==> src/hw/csi_pkg.sv <==
// Shared constants and types for the processor system and init interface
package csi_pkg;

	// ****************************************
	// Bus widths
	// ****************************************
	localparam int AD_W = 64;       // Address/data bus width
	localparam int ADC_W = 8;       // Check bus width, one bit per byte
	localparam int CMD_W = 9;       // Command/identifier bus width
	localparam int INT_W = 6;       // General interrupt inputs
	localparam int IRQ_W = 7;       // Interrupt register bits driven here
	localparam int NMI_BIT = 6;     // Non-maskable position
	localparam int TIMER_BIT = 5;   // Timer interrupt shares this position

	// ****************************************
	// Clock ratios
	// ****************************************
	localparam int SYS_DIV = 2;     // Core cycles per system clock
	localparam int MODE_DIV = 256;  // System clocks per boot-mode clock
	localparam int MODE_PERIOD = MODE_DIV * SYS_DIV;
	localparam int MODE_HALF = MODE_PERIOD / 2;
	localparam int MODE_CNT_W = $clog2(MODE_PERIOD);
	localparam int MODE_BITS = 256; // Boot-mode stream length

	// ****************************************
	// Boot-mode stream field positions
	// ****************************************
	localparam int WB_LSB = 1;
	localparam int WB_W = 4;
	localparam int DIV_LSB = 5;
	localparam int DIV_W = 3;
	localparam int ENDIAN_BIT = 8;
	localparam int WMODE_LSB = 9;
	localparam int WMODE_W = 2;
	localparam int TIMER_DIS_BIT = 11;
	localparam int DRIVE_LSB = 13;
	localparam int DRIVE_W = 2;
	localparam int TCLK_DIS_LSB = 15;
	localparam int RCLK_DIS_LSB = 17;
	localparam int CLK_PAIR_W = 2;
	localparam int MODE_USED = 19;  // Bits at and above are zero

	// ****************************************
	// Carriers
	// ****************************************
	typedef struct packed {
		logic [AD_W-1:0] ad;        // Address or data word
		logic [ADC_W-1:0] check;    // Parity bits
		logic [CMD_W-1:0] cmd;      // Command or data identifier
	} csi_word_t;

	typedef struct packed {
		logic [WB_W-1:0] wb_rate;   // Writeback data pattern
		logic [DIV_W-1:0] clk_div;  // Clock divisor code
		logic big_endian;           // Byte order
		logic [WMODE_W-1:0] write_mode;
		logic timer_dis;            // Timer interrupt disabled
		logic [DRIVE_W-1:0] drive;  // Output drive strength
		logic [CLK_PAIR_W-1:0] tclk_dis;
		logic [CLK_PAIR_W-1:0] rclk_dis;
	} csi_boot_cfg_t;

	typedef struct packed {
		logic primary_clk;
		logic cold_n;
		logic reset_n;
		logic power_good;
		logic mode_data;
		logic [INT_W-1:0] int_n;
		logic nmi_n;
		logic ext_req_n;
		logic read_acc_n;
		logic write_acc_n;
		logic agent_valid_n;
		csi_word_t word;
	} csi_pin_t;

	// ****************************************
	// Reset values
	// ****************************************
	localparam csi_pin_t PIN_RST = '{primary_clk: 1'h0, cold_n: 1'h0,
		reset_n: 1'h0, power_good: 1'h0, mode_data: 1'h0, int_n: '1,
		nmi_n: 1'h1, ext_req_n: 1'h1, read_acc_n: 1'h1, write_acc_n: 1'h1,
		agent_valid_n: 1'h1, word: '0};
	localparam csi_boot_cfg_t BOOT_CFG_RST = '0;

	// ****************************************
	// State encodings
	// ****************************************
	typedef enum logic [1:0] {
		BUS_MASTER = 2'h0,
		BUS_RELEASE = 2'h1,
		BUS_SLAVE = 2'h2
	} csi_bus_state_t;

	typedef enum logic [1:0] {
		BOOT_IDLE = 2'h0,
		BOOT_LOAD = 2'h1,
		BOOT_DONE = 2'h2
	} csi_boot_state_t;

endpackage

==> src/hw/csi_top.sv <==
// Processor pin-level system bus, clock, interrupt and boot-mode logic

// What this block does
// - Starred signals are asserted when driven low
// - Release output marks handover into slave state
// - Processor valid strobe marks processor-driven words
// - One shared 64-bit address/data bus
// - Eight check bits carry byte parity
// - Nine-bit command bus in both directions
// - Command parity ignored in, zero out
// - Core twice system rate; master clock echoed
// - Two transmit, two receive clocks at system rate
// - Reserved output and fault output stay high
// - General interrupts ORed into bits 5:0
// - Non-maskable interrupt ORed into bit 6
// - Power-good rise starts boot stream reading
// - System, transmit and receive clocks start at cold reset negation
// - Boot clock is system clock over 256
// - Boot stream is 256 bits of fields
module csi_top #(
	parameter int MODE_LEN = csi_pkg::MODE_BITS // Boot stream length
) (
	// Clock and reset
	input wire logic clk_in,
	input wire logic rstn_in,
	// Clock, reset and init pins
	input wire logic primary_clock_in,
	input wire logic cold_reset_n_in,
	input wire logic reset_n_in,
	input wire logic power_good_in,
	input wire logic boot_mode_data_in,
	output logic primary_clock_out,
	output logic system_clock_out,
	output logic sync_loop_out,
	output logic [csi_pkg::CLK_PAIR_W-1:0] transmit_clock_out,
	output logic [csi_pkg::CLK_PAIR_W-1:0] receive_clock_out,
	output logic boot_mode_clock_out,
	output logic reserved_future_output_out,
	output logic fault_n_out,
	// Interrupt pins
	input wire logic [csi_pkg::INT_W-1:0] int_n_in,
	input wire logic nmi_n_in,
	// System interface pins
	input wire logic ext_request_n_in,
	input wire logic read_accept_n_in,
	input wire logic write_accept_n_in,
	input wire logic agent_valid_n_in,
	output logic release_n_out,
	output logic cpu_valid_n_out,
	input wire logic [csi_pkg::AD_W-1:0] addr_data_bus_in,
	output logic [csi_pkg::AD_W-1:0] addr_data_bus_out,
	output logic addr_data_bus_oe_out,
	input wire logic [csi_pkg::ADC_W-1:0] addr_data_check_bus_in,
	output logic [csi_pkg::ADC_W-1:0] addr_data_check_bus_out,
	output logic addr_data_check_bus_oe_out,
	input wire logic [csi_pkg::CMD_W-1:0] command_id_bus_in,
	output logic [csi_pkg::CMD_W-1:0] command_id_bus_out,
	output logic command_id_bus_oe_out,
	input wire logic command_parity_bit_in,
	output logic command_parity_bit_out,
	output logic command_parity_bit_oe_out,
	// Core side: outgoing words
	input wire logic tx_valid_in,
	input wire logic tx_is_read_in,
	input wire logic tx_is_write_in,
	input wire csi_pkg::csi_word_t tx_word_in,
	output logic tx_ready_out,
	// Core side: bus ownership and incoming words
	input wire logic release_req_in,
	input wire logic reclaim_in,
	output logic ext_request_out,
	output logic rx_valid_out,
	output csi_pkg::csi_word_t rx_word_out,
	// Core side: interrupts, reset and boot configuration
	input wire logic timer_irq_in,
	output logic [csi_pkg::IRQ_W-1:0] irq_out,
	output logic core_reset_out,
	output logic boot_done_out,
	output csi_pkg::csi_boot_cfg_t boot_cfg_out
);

	// ****************************************
	// Elaboration checks
	// ****************************************
	localparam int IDX_W = $clog2(MODE_LEN);
	generate
		if (MODE_LEN < csi_pkg::MODE_USED || MODE_LEN > csi_pkg::MODE_BITS) begin : g_bad_len
			$error("boot stream length out of range");
		end
	endgenerate

	// ****************************************
	// Pin synchronisers
	// ****************************************
	csi_pkg::csi_pin_t pin_raw; // Gathered pin inputs
	csi_pkg::csi_pin_t pin_m_r; // First stage, read only by second
	csi_pkg::csi_pin_t pin_s_r; // Second stage, safe to use
	assign pin_raw = '{primary_clk: primary_clock_in, cold_n: cold_reset_n_in,
		reset_n: reset_n_in, power_good: power_good_in,
		mode_data: boot_mode_data_in, int_n: int_n_in, nmi_n: nmi_n_in,
		ext_req_n: ext_request_n_in, read_acc_n: read_accept_n_in,
		write_acc_n: write_accept_n_in, agent_valid_n: agent_valid_n_in,
		word: '{ad: addr_data_bus_in, check: addr_data_check_bus_in,
		cmd: command_id_bus_in}};

	// Two flops per pin; command parity input is never looked at
	always_ff @(posedge clk_in) begin
		if (!rstn_in) begin
			pin_m_r <= csi_pkg::PIN_RST;
			pin_s_r <= csi_pkg::PIN_RST;
		end else begin
			pin_m_r <= pin_raw;
			pin_s_r <= pin_m_r;
		end
	end

	// ****************************************
	// Clock outputs and reset
	// ****************************************
	logic sys_clk_r, sys_clk_nxt;       // System interface clock
	logic pclk_r, pclk_nxt;             // Echo of master clock
	logic [1:0] tclk_r, tclk_nxt;       // Transmit clocks
	logic [1:0] rclk_r, rclk_nxt;       // Receive clocks
	logic core_rst_r, core_rst_nxt;     // Cold or warm reset active
	csi_pkg::csi_boot_cfg_t cfg_r, cfg_nxt;

	// System, transmit and receive clocks hold low in cold reset and start on its negation; the master echo keeps running
	always_comb begin
		pclk_nxt = pin_s_r.primary_clk;
		core_rst_nxt = !pin_s_r.cold_n || !pin_s_r.reset_n;
		if (!pin_s_r.cold_n) begin
			sys_clk_nxt = 1'h0;
		end else begin
			sys_clk_nxt = !sys_clk_r; // Half the core rate
		end
		// Each pair copies the system clock unless disabled
		tclk_nxt = {2{sys_clk_nxt}} & ~cfg_r.tclk_dis;
		rclk_nxt = {2{sys_clk_nxt}} & ~cfg_r.rclk_dis;
	end

	// Registers for the clock outputs
	always_ff @(posedge clk_in) begin
		if (!rstn_in) begin
			sys_clk_r <= 1'h0;
			pclk_r <= 1'h0;
			tclk_r <= 2'h0;
			rclk_r <= 2'h0;
			core_rst_r <= 1'h1;
		end else begin
			sys_clk_r <= sys_clk_nxt;
			pclk_r <= pclk_nxt;
			tclk_r <= tclk_nxt;
			rclk_r <= rclk_nxt;
			core_rst_r <= core_rst_nxt;
		end
	end

	assign primary_clock_out = pclk_r;
	assign system_clock_out = sys_clk_r;
	assign sync_loop_out = sys_clk_r;
	assign transmit_clock_out = tclk_r;
	assign receive_clock_out = rclk_r;
	assign core_reset_out = core_rst_r;
	assign reserved_future_output_out = 1'h1;
	assign fault_n_out = 1'h1;

	// ****************************************
	// Interrupt register bits
	// ****************************************
	logic [csi_pkg::IRQ_W-1:0] irq_r, irq_nxt;

	// Low-active pins inverted and ORed in bit for bit
	always_comb begin
		irq_nxt = '0;
		irq_nxt[csi_pkg::INT_W-1:0] = ~pin_s_r.int_n;
		irq_nxt[csi_pkg::TIMER_BIT] = irq_nxt[csi_pkg::TIMER_BIT] ||
			(timer_irq_in && !cfg_r.timer_dis);
		irq_nxt[csi_pkg::NMI_BIT] = !pin_s_r.nmi_n;
	end

	// Register the interrupt bits
	always_ff @(posedge clk_in) begin
		if (!rstn_in) begin
			irq_r <= '0;
		end else begin
			irq_r <= irq_nxt;
		end
	end
	assign irq_out = irq_r;

	// ****************************************
	// Boot-mode serial stream
	// ****************************************
	csi_pkg::csi_boot_state_t boot_st_r, boot_st_nxt;
	logic [csi_pkg::MODE_CNT_W-1:0] mcnt_r, mcnt_nxt;  // Core cycles in period
	logic [IDX_W-1:0] bidx_r, bidx_nxt;                // Bit being received
	logic [MODE_LEN-1:0] msh_r, msh_nxt;               // Stream shifter
	logic pg_d_r;                                      // Power-good delayed
	logic mclk_r, mclk_nxt;                            // Boot clock pin
	logic sample;                                      // Rising boot clock

	assign sample = (mcnt_r == csi_pkg::MODE_CNT_W'(csi_pkg::MODE_HALF - 1));

	// Walk the stream one bit per boot clock, bit 0 first
	always_comb begin
		boot_st_nxt = boot_st_r;
		mcnt_nxt = mcnt_r + 1'b1;
		bidx_nxt = bidx_r;
		msh_nxt = msh_r;
		cfg_nxt = cfg_r;
		case (boot_st_r)
			csi_pkg::BOOT_IDLE: begin
				mcnt_nxt = '0;
				bidx_nxt = '0;
				if (pin_s_r.power_good && !pg_d_r) begin
					boot_st_nxt = csi_pkg::BOOT_LOAD;
				end
			end
			csi_pkg::BOOT_LOAD: begin
				if (sample) begin
					// One sample per period
					msh_nxt = {pin_s_r.mode_data, msh_r[MODE_LEN-1:1]};
					bidx_nxt = bidx_r + 1'b1;
					if (bidx_r == IDX_W'(MODE_LEN - 1)) begin
						boot_st_nxt = csi_pkg::BOOT_DONE;
						// Decode the documented fields
						cfg_nxt.wb_rate = msh_nxt[csi_pkg::WB_LSB +: csi_pkg::WB_W];
						cfg_nxt.clk_div = msh_nxt[csi_pkg::DIV_LSB +: csi_pkg::DIV_W];
						cfg_nxt.big_endian = msh_nxt[csi_pkg::ENDIAN_BIT];
						cfg_nxt.write_mode =
							msh_nxt[csi_pkg::WMODE_LSB +: csi_pkg::WMODE_W];
						cfg_nxt.timer_dis = msh_nxt[csi_pkg::TIMER_DIS_BIT];
						cfg_nxt.drive = msh_nxt[csi_pkg::DRIVE_LSB +: csi_pkg::DRIVE_W];
						cfg_nxt.tclk_dis =
							msh_nxt[csi_pkg::TCLK_DIS_LSB +: csi_pkg::CLK_PAIR_W];
						cfg_nxt.rclk_dis =
							msh_nxt[csi_pkg::RCLK_DIS_LSB +: csi_pkg::CLK_PAIR_W];
					end
				end
			end
			csi_pkg::BOOT_DONE: begin
				mcnt_nxt = '0;
			end
			default: begin
				boot_st_nxt = csi_pkg::BOOT_IDLE;
			end
		endcase
		// Losing power-good abandons the stream
		if (!pin_s_r.power_good) begin
			boot_st_nxt = csi_pkg::BOOT_IDLE;
		end
		// Boot clock is high in the second half of each period
		mclk_nxt = (boot_st_nxt == csi_pkg::BOOT_LOAD) &&
			mcnt_nxt[csi_pkg::MODE_CNT_W-1];
	end

	// Register the boot stream state
	always_ff @(posedge clk_in) begin
		if (!rstn_in) begin
			boot_st_r <= csi_pkg::BOOT_IDLE;
			mcnt_r <= '0;
			bidx_r <= '0;
			msh_r <= '0;
			pg_d_r <= 1'h0;
			mclk_r <= 1'h0;
			cfg_r <= csi_pkg::BOOT_CFG_RST;
		end else begin
			boot_st_r <= boot_st_nxt;
			mcnt_r <= mcnt_nxt;
			bidx_r <= bidx_nxt;
			msh_r <= msh_nxt;
			pg_d_r <= pin_s_r.power_good;
			mclk_r <= mclk_nxt;
			cfg_r <= cfg_nxt;
		end
	end
	assign boot_mode_clock_out = mclk_r;
	assign boot_done_out = (boot_st_r == csi_pkg::BOOT_DONE);
	assign boot_cfg_out = cfg_r;

	// ****************************************
	// System interface ownership and strobes
	// ****************************************
	csi_pkg::csi_bus_state_t bus_st_r, bus_st_nxt;
	csi_pkg::csi_word_t tx_r, tx_nxt;     // Word on the shared buses
	csi_pkg::csi_word_t rx_r, rx_nxt;     // Last word from the agent
	logic vout_n_r, vout_n_nxt;           // Processor valid strobe
	logic rel_n_r, rel_n_nxt;             // Release strobe
	logic oe_r, oe_nxt;                   // Processor drives the buses
	logic rxv_r, rxv_nxt;                 // Word received pulse
	logic [csi_pkg::ADC_W-1:0] par;       // Parity of the outgoing word
	logic tx_ok;                          // Agent can take this word
	logic tx_fire;                        // Word accepted this cycle

	// Even parity per byte of the address/data word
	genvar gi;
	generate
		for (gi = 0; gi < csi_pkg::ADC_W; gi++) begin : g_par
			assign par[gi] = ^tx_word_in.ad[gi*8 +: 8];
		end
	endgenerate

	// Reads wait for read-ready, writes for write-ready
	assign tx_ok = (!tx_is_read_in || !pin_s_r.read_acc_n) &&
		(!tx_is_write_in || !pin_s_r.write_acc_n);
	assign tx_ready_out = (bus_st_r == csi_pkg::BUS_MASTER) && !core_rst_r &&
		!release_req_in && tx_ok;
	assign tx_fire = tx_valid_in && tx_ready_out;

	// Master drives words, hands over on request, listens as slave
	always_comb begin
		bus_st_nxt = bus_st_r;
		tx_nxt = tx_r;
		rx_nxt = rx_r;
		vout_n_nxt = 1'h1;
		rel_n_nxt = 1'h1;
		oe_nxt = oe_r;
		rxv_nxt = 1'h0;
		case (bus_st_r)
			csi_pkg::BUS_MASTER: begin
				oe_nxt = 1'h1;
				if (release_req_in) begin
					bus_st_nxt = csi_pkg::BUS_RELEASE;
					rel_n_nxt = 1'h0;
					oe_nxt = 1'h0;
				end else if (tx_fire) begin
					// Strobe only with a fresh word
					tx_nxt = tx_word_in;
					tx_nxt.check = par;
					vout_n_nxt = 1'h0;
				end
			end
			csi_pkg::BUS_RELEASE: begin
				bus_st_nxt = csi_pkg::BUS_SLAVE;
				oe_nxt = 1'h0;
			end
			csi_pkg::BUS_SLAVE: begin
				oe_nxt = 1'h0;
				if (!pin_s_r.agent_valid_n) begin
					rx_nxt = pin_s_r.word;
					rxv_nxt = 1'h1;
				end
				if (reclaim_in) begin
					bus_st_nxt = csi_pkg::BUS_MASTER;
				end
			end
			default: begin
				bus_st_nxt = csi_pkg::BUS_MASTER;
			end
		endcase
		if (core_rst_r) begin
			bus_st_nxt = csi_pkg::BUS_MASTER;
			vout_n_nxt = 1'h1;
			rel_n_nxt = 1'h1;
		end
	end

	// Register the bus state and pin drivers
	always_ff @(posedge clk_in) begin
		if (!rstn_in) begin
			bus_st_r <= csi_pkg::BUS_MASTER;
			tx_r <= '0;
			rx_r <= '0;
			vout_n_r <= 1'h1;
			rel_n_r <= 1'h1;
			oe_r <= 1'h0;
			rxv_r <= 1'h0;
		end else begin
			bus_st_r <= bus_st_nxt;
			tx_r <= tx_nxt;
			rx_r <= rx_nxt;
			vout_n_r <= vout_n_nxt;
			rel_n_r <= rel_n_nxt;
			oe_r <= oe_nxt;
			rxv_r <= rxv_nxt;
		end
	end

	assign addr_data_bus_out = tx_r.ad;
	assign addr_data_check_bus_out = tx_r.check;
	assign command_id_bus_out = tx_r.cmd;
	assign command_parity_bit_out = 1'h0;
	assign addr_data_bus_oe_out = oe_r;
	assign addr_data_check_bus_oe_out = oe_r;
	assign command_id_bus_oe_out = oe_r;
	assign command_parity_bit_oe_out = oe_r;
	assign cpu_valid_n_out = vout_n_r;
	assign release_n_out = rel_n_r;
	assign ext_request_out = !pin_s_r.ext_req_n;
	assign rx_valid_out = rxv_r;
	assign rx_word_out = rx_r;
endmodule

==> config.mk <==
export PLATFORM = sky130hd
export DESIGN_NAME = csi_top
export DESIGN_NICKNAME = d
export VERILOG_FILES = /design/src/hw/csi_pkg.sv /design/src/hw/csi_top.sv
export SDC_FILE = /design/constraint.sdc
export NUM_CORES = 1
export LEC_CHECK = 0
export ABC_CLOCK_PERIOD_IN_PS = 2100
export BUFFER_PORTS_ARGS = -buffer_cell sky130_fd_sc_hd__buf_2
export CAP_MARGIN = 15
export CELL_PAD_IN_SITES_DETAIL_PLACEMENT = 1
export CELL_PAD_IN_SITES_GLOBAL_PLACEMENT = 2
export CORE_ASPECT_RATIO = 1.1
export CORE_UTILIZATION = 31
export CTS_CLUSTER_SIZE = 24
export DETAILED_ROUTE_END_ITERATION = 8
export GPL_ROUTABILITY_DRIVEN = 0
export HOLD_SLACK_MARGIN = 0.08
export PLACE_DENSITY = 0.79
export SYNTH_ARGS = -nofsm -noshare
export SYNTH_HDL_FRONTEND = slang
export SYNTH_SLANG_ARGS = --single-unit
==> constraint.sdc <==
create_clock -name clk_in -period 2.1 [get_ports clk_in]
set_clock_uncertainty 0.1 [all_clocks]
set_input_delay 0.42 -clock clk_in [delete_from_list [all_inputs] [get_ports clk_in]]
set_output_delay 0.42 -clock clk_in [all_outputs]
set_load 0.005 [all_outputs]
# After elaboration in Yosys (flattened, before gate mapping)
# Index checks and enable logic that the tools add are counted.
# W data, S select, Z words.
[word_totals] output_inout_bits=208 wordCells=147 ff_bits=670
[classes] muxes=16 bitwise_logic=9 n_reduce_logical=50 addsub=2 n_eq_ne=10
[op_table] cell="$reduce_xor A8 Y1" count=8
[op_table] cell="$pmux W8 S2" count=1
[op_table] cell="$logic_not A1 Y1" count=13
[op_table] cell="$mux W2" count=6
[op_table] cell="$pmux W2 S3" count=2
[op_table] cell="$reduce_and A2 Y1" count=5
[op_table] cell="$add A9 B1 Y9 const B" count=1
[op_table] cell="$eq A9 B8 Y1 const B" count=1
[op_table] cell="$mux W9" count=1
[op_table] cell="$add A8 B1 Y8 const B" count=1
[op_table] cell="$eq A8 B8 Y1 const B" count=1
[op_table] cell="$logic_and A1 B1 Y1" count=8
[op_table] cell="$mux W8" count=1
[op_table] cell="$eq A2 B1 Y1 const B" count=3
[op_table] cell="$ne A2 B2 Y1 const B" count=3
[op_table] cell="$not A6 Y6" count=1
[op_table] cell="$reduce_and A3 Y1" count=2
[op_table] cell="$reduce_or A2 Y1" count=3
[op_table] cell="$reduce_or A3 Y1" count=2
[op_table] cell="$and A2 B2 Y2" count=2
[op_table] cell="$eq A2 B2 Y1 const B" count=2
[op_table] cell="$logic_not A2 Y1" count=2
[op_table] cell="$logic_or A1 B1 Y1" count=4
[op_table] cell="$mux W1" count=4
[op_table] cell="5 further kinds" count=10

# Depth between registers and ports, before layout
# Gate-level depths: netlist of the first run.
[logic_depth] ltp_word=7 mapped_depth=10 depth_no_buf=8

# Worst setup path after synthesis of the first run
# No wires, ideal clock.
[synth_path] path_kind="reg-to-reg" from="reg mcnt_r[0] in the netlist's numbering" to="reg cfg_r (netlist bit boot_cfg_out[0])" setup_ns=0.116 setup_slack_ns=0.144 synth_period_minus_slack_ns=1.956 path_stages_with_launch=11 t_arrival_ns=1.740 path_cell_list="dfxtp_1 -> ha_1 -> nand3_1 -> nor2_1 -> ha_1 -> nand3b_4 -> nor3_2 -> buf_6 -> buf_12 -> mux2i_1 -> nor2b_1"
[synth_via] elab_chain_cells=2
[synth_lines] element="start: declaration" line="csi_top.sv:195" source="logic [csi_pkg::MODE_CNT_W-1:0] mcnt_r, mcnt_nxt;"
[synth_lines] element="start signal: assignment" line="csi_top.sv:269" source="mcnt_r <= mcnt_nxt;"
[synth_lines] element="$eq A9 B8 Y1" line="csi_top.sv:202" source="assign sample = (mcnt_r == csi_pkg::MODE_CNT_W'(csi_pkg::MODE_HALF - 1));"
[synth_lines] element="$reduce_and A3 Y1 (no source line)"
[synth_lines] element="end signal: assignment" line="csi_top.sv:266" source="cfg_r <= csi_pkg::BOOT_CFG_RST;"
[synth_lines] element="end signal: assignment" line="csi_top.sv:274" source="cfg_r <= cfg_nxt;"
[synth_lines] element="end: declaration" line="csi_top.sv:125" source="csi_pkg::csi_boot_cfg_t cfg_r, cfg_nxt;"
# No other way between the ends.
# A chain may end at the register's enable or synchronous reset.

# Final worst setup path of the first run
[layout_path] from="reg bus_st_r[1]" to="out tx_ready_out"
[layout_via] elab_chain_cells=4
[layout_lines] element="start: declaration" line="csi_top.sv:284" source="csi_pkg::csi_bus_state_t bus_st_r, bus_st_nxt;"
[layout_lines] element="start signal: assignment" line="csi_top.sv:361" source="bus_st_r <= csi_pkg::BUS_MASTER;"
[layout_lines] element="start signal: assignment" line="csi_top.sv:369" source="bus_st_r <= bus_st_nxt;"
[layout_lines] element="$logic_not A2 Y1" line="csi_top.sv:306" source="assign tx_ready_out = (bus_st_r == csi_pkg::BUS_MASTER) && !core_rst_r &&"
[layout_lines] element="$logic_and A1 B1 Y1 (2 in series)" line="csi_top.sv:306"
[layout_lines] element="$logic_and A1 B1 Y1" line="csi_top.sv:307" source="!release_req_in && tx_ok;"
[layout_lines] element="end: declaration" line="csi_top.sv:67" source="output logic tx_ready_out,"
# No other way between the ends.

==> results.py, run 1 <==
metrics = {
    "pwr": {
        "vdd_drop_max_uv": 573,
        "clockPowerShare_pct": 47.7,
        "p_switching_mw": 5.84,
        "seqPwrFrac_pct": 48.1,
        "total_leakage_power_nw": 12.0,
        "p_comb_share_pct": 4.2,
        "cellPowerDensity_nw_per_um2": 868,
        "swShare_pct": 21.7,
        "p_int_mw": 21.0,
    },
    "cells_and_area": {
        "drive_gt1_share_pct": 19.4,
        "mostFrequentLayoutCells": "828 x nand2_1, 660 x dfxtp_1, 380 x buf_2",
        "final_util_pct": 42.0,
        "finalNonFillerCells": 4044,
        "layout_commonest_cell": "nand2_1",
        "nFillCells": 8439,
        "area_growth_pct": 33.3,
        "nNetsFinal": 3227,
    },
    "clock_tree": {
        "clk_path_buf_depth": 3,
        "cts_tree": "built",
        "cts.sinks": 668,
        "clock_latency_ns": 0.64,
        "h-tree-depth": 3,
        "cts_root_buf": "clkbuf_16",
        "cts.clk_slew.worst_paths_ns": 0.06,
        "cts_buffers": 74,
    },
    "run": {
        "drv_cap": 0,
    },
    "setup_path": {
        "max_stage_delay_ns": 0.32,
        "rr_startpoint": "mcnt_r[0]",
        "rrSetupSlack_ns": 0.12,
        "crit_buf_inv": 2,
        "cp_top_family": "flip-flops",
        "critical_path.cell_chain": "inv_2, ha_4, nor2b_4, and3_4, buf_6",
        "cp.required_ns": 1.58,
        "crit_path_start_kind": "register",
        "cpMaxStageDelayCell": "dfxtp_2",
        "critPathKind": "reg2out",
        "crit_path_end_kind": "output port",
        "crit_arrival_ns": 1.57,
        "worstReg2RegEnd": "bidx_r[7]",
        "r2r.worst_path.cells": 8,
        "cp_max_fo": 2,
    },
    "timing": {
        "rsz0062_at_grt": "true",
        "worstMarginPinSlew_ns": 0.627,
        "setup_ws_ns": 0.00796,
        "slew_viol_final": 0,
        "max_freq_ghz": 0.478,
        "relSlewSlack_pct": 58.2,
        "setup-violations-final": 0,
        "min_period_ns": 2.09,
        "fin_crit_sh_pct": 99.6,
        "finalHoldViolCount": 0,
    },
    "synthesis": {
        "yosysWarningCount": 0,
        "synthTopCellsByArea": "dfxtp_1 58%, nand2_1 13%, a21boi_1 7.6%",
        "synth_seq_cells": 668,
        "yosys.cell_types.count": 42,
        "synthCells": 2489,
        "seq_area_frac_synth_pct": 57.6,
        "syn_area_um2": 23200,
        "synth_area_per_cell_um2": 9.33,
        "yosysTopAreaCell": "dfxtp_1",
        "synth_top_cell_area_share_pct": 57.6,
    },
    "global_routing": {
        "grt_max_degree": 170,
        "grt-ovfl-total": 0,
        "track_usage_pct": 15.5,
        "grt_pass1_vias": 19100,
        "antenna_found_initial": 6,
        "grt_first_pass_wirelength_mm": 96.8,
    },
    "min_path": {
        "min_from": "reclaim_in",
        "whs_path_depth": 5,
        "hold_end": "bus_st_r[1]",
        "min_path_type": "in2reg",
    },
    "floorplan": {
        "die_area_um2": 76000,
        "initial_utilization_pct": 31.5,
        "die_w_um": 263,
        "die_h_um": 289,
        "row_count": 104,
        "num_io_pins": 395,
        "core-area_um2": 73700,
    },
    "placed_design": {
        "io_buffers": 382,
        "hpwlAfterDp_mm": 37.1,
        "dp_slack_ns": -0.0319,
        "place_inst": 3703,
    },
    "route": {
        "detail_route.iter0.violations": 615,
        "drt_wl_total_mm": 61.0,
        "vias_per_cell": 4.48,
        "drc": 0,
        "dr.pass1.iters": 4,
        "routedWlPerCell_um": 15.1,
        "routed-via-count": 18100,
        "antenna_left": 0,
    },
    "run_status": {
        "status": "finished, final reports clean",
    },
}
## registers in the layout, summed over array words and instances, names as in the netlist, 9 cells and up
name,flops
addr_data_bus_out,64
boot_cfg_out,17
command_id_bus_out,9
mcnt_r,9
msh_r,254
pin_m_r,97
pin_s_r,96
rx_word_out,81
## synthesized netlist by cell type, drive strengths merged
master	number
a21boi	414
a21oi	13
and2	175
and2b	2
and3	3
and3b	1
and4	1
buf	78
clkbuf	97
conb	2
dfxtp	668
ha	8
inv	7
mux2i	19
nand2	829
nand2b	25
nand3	10
nand3b	2
nand4	3
nand4b	1
nor2	15
nor2b	26
nor3	3
nor4	2
o211ai	1
o21a	1
o21ai	11
o311ai	3
or2	1
or3	3
or4	3
xnor2	57
xor2	5
## routing by layer
metal / global-route usage, % / share of wire [%] / up-vias
met1: 17.2 / 42 / 8683
met4: 7.03 / 3.3 / 0
met2: 28.6 / 51 / 318
met5: 0 / 0 / -
met3: 3.09 / 4.1 / 123
li1: - / - / 9003
## worst max-delay path by stage
stage | slack [ns] | cells after the start | from | end
6_report | 0.008 | 5 | bus_st_r[1] | tx_ready_out
5_1_grt | -0.07 | 5 | bus_st_r[1] | tx_ready_out
4_1_cts | -0.04 | 5 | bus_st_r[1] | tx_ready_out
3_5_place_dp | -0.03 | 9 | mcnt_r[5] | boot_cfg_out[6]
3_3_place_gp | 0.02 | 9 | mcnt_r[5] | boot_cfg_out[2]
2_1_floorplan | 0.14 | 10 | mcnt_r[0] | boot_cfg_out[0]
## metrics by stage
step / total power, mW / hold WS, ns / cell area [um2] / setup TNS [ns]
after global routing: 28.0 / 0.231 / 30900 / -0.0721
after detailed placement: 14.0 / 0.274 / 26200 / -0.160
final: 26.9 / 0.205 / 30900 / 0
after CTS: 27.3 / 0.148 / 30500 / -0.0902
after global placement: 14.0 / 0.272 / 26200 / 0
after floorplan: 13.7 / 0.266 / 23200 / 0
## worst min-delay path: stages
cell and delay [ns]:
buf_2 0.10, inv_1 0.05, a21oi_1 0.11, mux2i_1 0.13, nor2_1 0.09
## final cells by class
cell class                      instances  area, um2  area share (%)
Antenna cell                            5       12.5          0.0404
Clock buffer                          109       2120            6.86
Clock inverter                         20        297           0.958
Inverter                                7       26.3          0.0849
Multi-Input combinational cell       1640       9050            29.2
Sequential cell                       668      13400            43.3
Tap cell                              954       1190            3.86
Timing Repair Buffer                  641       4860            15.7
## logic make-up after synthesis
group                      after synthesis  share of synthesized area (%)
muxes                                   19                          0.819
xor gates and xnor gates                62                           2.34
and+or+nand+nor                       1105                           20.8
adders and majority gates                8                          0.431
AOI/OAI and AO/OA                      443                           14.1
DFF                                    668                           57.6
buffers and inverters                  182                           3.87
other                                    2                         0.0323
## power by group through the flow
stage / sequential [mW] / combinational (mW) / clock [mW]
2_1_floorplan: 13.2 / 0.534 / 0
3_3_place_gp: 13.2 / 0.837 / 0
3_5_place_dp: 13.2 / 0.857 / 0
4_1_cts: 12.9 / 1.14 / 13.3
5_1_grt: 12.9 / 1.23 / 13.8
6_report: 12.9 / 1.14 / 12.8
## repair_timing
action,CTS,global route
resized for setup,16,22
cloned,1,12
hold endpoints to repair,197,0
hold buffers,180,0
pin swaps,3,3
setup endpoints to repair,21,198
buffers inserted,10,4
(Power assumes the default switching activity.)
==> run 2: changes to the inputs <==
- GPL_TIMING_DRIVEN: not set -> 0
- PLACE_DENSITY: 0.79 -> 0.75
==> results.py, run 2 (synthesis results as in run 1) <==
metrics = {
    "clock_tree": {
        "cts.clk_slew.worst_paths_ns": 0.06,
        "cts_tree": "built",
        "clk_path_buf_depth": 3,
        "clock_latency_ns": 0.60,
        "h-tree-depth": 3,
        "cts_root_buf": "clkbuf_16",
        "cts.sinks": 668,
        "cts_buffers": 74,
    },
    "min_path": {
        "min_path_type": "in2reg",
    },
    "cells_and_area": {
        "largest_reg_flops": 254,
        "nNetsFinal": 3330,
        "area_growth_pct": 32.9,
        "mostFrequentLayoutCells": "827 x nand2_1, 661 x dfxtp_1, 406 x buf_2",
        "layout_commonest_cell": "nand2_1",
        "drive_gt1_share_pct": 19.9,
        "reg.largest.list": "msh_r (254), pin_m_r (97), pin_s_r (96)",
        "regMostFlops": "msh_r",
        "fin_area_um2": 30900,
    },
    "route": {
        "drt_wl_total_mm": 65.3,
        "vias_per_cell": 4.46,
        "drc": 0,
        "routedWlPerCell_um": 15.8,
        "detail_route.iter0.violations": 638,
        "antenna_left": 0,
        "dr.pass1.iters": 4,
        "routed-via-count": 18500,
    },
    "floorplan": {
        "die_w_um": 263,
        "core-area_um2": 73700,
        "num_io_pins": 395,
        "die_h_um": 289,
        "row_count": 104,
        "die_area_um2": 76000,
        "initial_utilization_pct": 31.5,
    },
    "placed_design": {
        "dp_slack_ns": -0.834,
        "io_buffers": 381,
        "hpwlAfterDp_mm": 46.0,
        "place_area_um2": 26300,
    },
    "timing": {
        "slew_viol_final": 0,
        "finalHoldViolCount": 0,
        "min_period_ns": 2.08,
        "worstMarginPinSlew_ns": 0.866,
        "setup-violations-final": 0,
        "setup_tns_ns": 0,
        "max_freq_ghz": 0.480,
        "fin_crit_sh_pct": 99.2,
        "rsz0062_at_grt": "true",
        "setup_ws_ns": 0.0158,
        "relSlewSlack_pct": 42.3,
    },
    "setup_path": {
        "crit_path_start_kind": "register",
        "cp_max_fo": 3,
        "crit_arrival_ns": 1.56,
        "critPathKind": "reg2out",
        "crit_path_end_kind": "output port",
        "cp.required_ns": 1.58,
    },
    "global_routing": {
        "grt_max_degree": 15,
        "track_usage_pct": 17.0,
        "grt_first_pass_wirelength_mm": 104,
        "grt_pass1_vias": 19700,
        "antenna_found_initial": 7,
        "grt-ovfl-total": 0,
    },
    "pwr": {
        "total_leakage_power_nw": 12.0,
        "vdd_drop_max_uv": 502,
        "cellPowerDensity_nw_per_um2": 865,
    },
    "run_status": {
        "status": "finished, final reports clean",
    },
    "run": {
        "drv_cap": 0,
    },
}
-- run 2: cell count changes in the layout (fill, tap and decap cells not counted), sizes merged --
cell,delta
bufinv,+1
dlygate4sd3,-9
buf,+22
inv,-1
clkinv,+5
clkinvlp,+2
clkbuf,+80
-- run 2: cell type report --
cell class | count | area [um2]
Clock buffer | 99 | 2060
Multi-Input combinational cell | 1640 | 9050
Inverter | 7 | 26.3
Timing Repair Buffer | 570 | 3780
Buffer | 174 | 1060
Tap cell | 954 | 1190
Antenna cell | 5 | 12.5
Clock inverter | 27 | 285
Fill cell | 8520 | 42800
Sequential cell | 668 | 13400
-- run 2: final timing paths --
check,startpoint,end,slack [ns],depth (start not counted)
setup / recovery,bus_st_r[0],tx_ready_out,0.02,5
hold / removal,tx_word_in[79],addr_data_bus_out[62],0.09,3
setup reg to reg,bus_st_r[1],rx_word_out[35],0.10,6
hold reg to reg,pin_s_r[88],irq_out[2],0.29,1
-- run 2: where the power goes --
| part | internal, mW | switching, mW | leakage (nW) | total (mW) |
|---|---|---|---|---|
| clock network | 7.39 | 5.22 | 1.16 | 12.6 |
| logic | 0.685 | 0.506 | 5.43 | 1.19 |
| registers | 12.9 | 0.0482 | 5.43 | 12.9 |
| total | 20.9 | 5.77 | 12.0 | 26.7 |
-- run 2: metal layers --
layer	global-route usage, %	up-vias	share of wire [%]
met3	3.37	113	4.4
li1	-	9206	-
met5	0	-	0.020
met4	6.58	2	2.9
met1	19.8	8810	43
met2	30.9	332	50
-- run 2: worst max-delay path, cell delays in order (launching register included) --
cell	delay (ns)
dfxtp_2	0.32
inv_2	0.08
ha_4	0.14
nor2b_4	0.15
and3_4	0.18
buf_6	0.10
-- run 2: stage by stage --
stage | total power, mW | instances | utilization, % | hold slack (ns)
3_5_place_dp | 14.1 | 3826 | 35.8 | 0.276
3_3_place_gp | 14.1 | 3825 | 35.7 | 0.273
6_report | 26.7 | 4144 | 41.9 | 0.0916
5_1_grt | 27.8 | 4144 | 41.9 | 0.110
2_1_floorplan | 13.7 | 2490 | - | 0.266
4_1_cts | 27.1 | 4137 | 41.6 | 0.145
-- run 2: repair_timing --
action | 4_1_cts | 5_1_grt
endpoints found under the hold margin | 171 | 0
cloned | 0 | 0
hold buffers | 171 | 0
buffers inserted | 15 | 2
resized for setup | 53 | 63
pin swaps | 6 | 2
setup endpoints to repair | 439 | 334
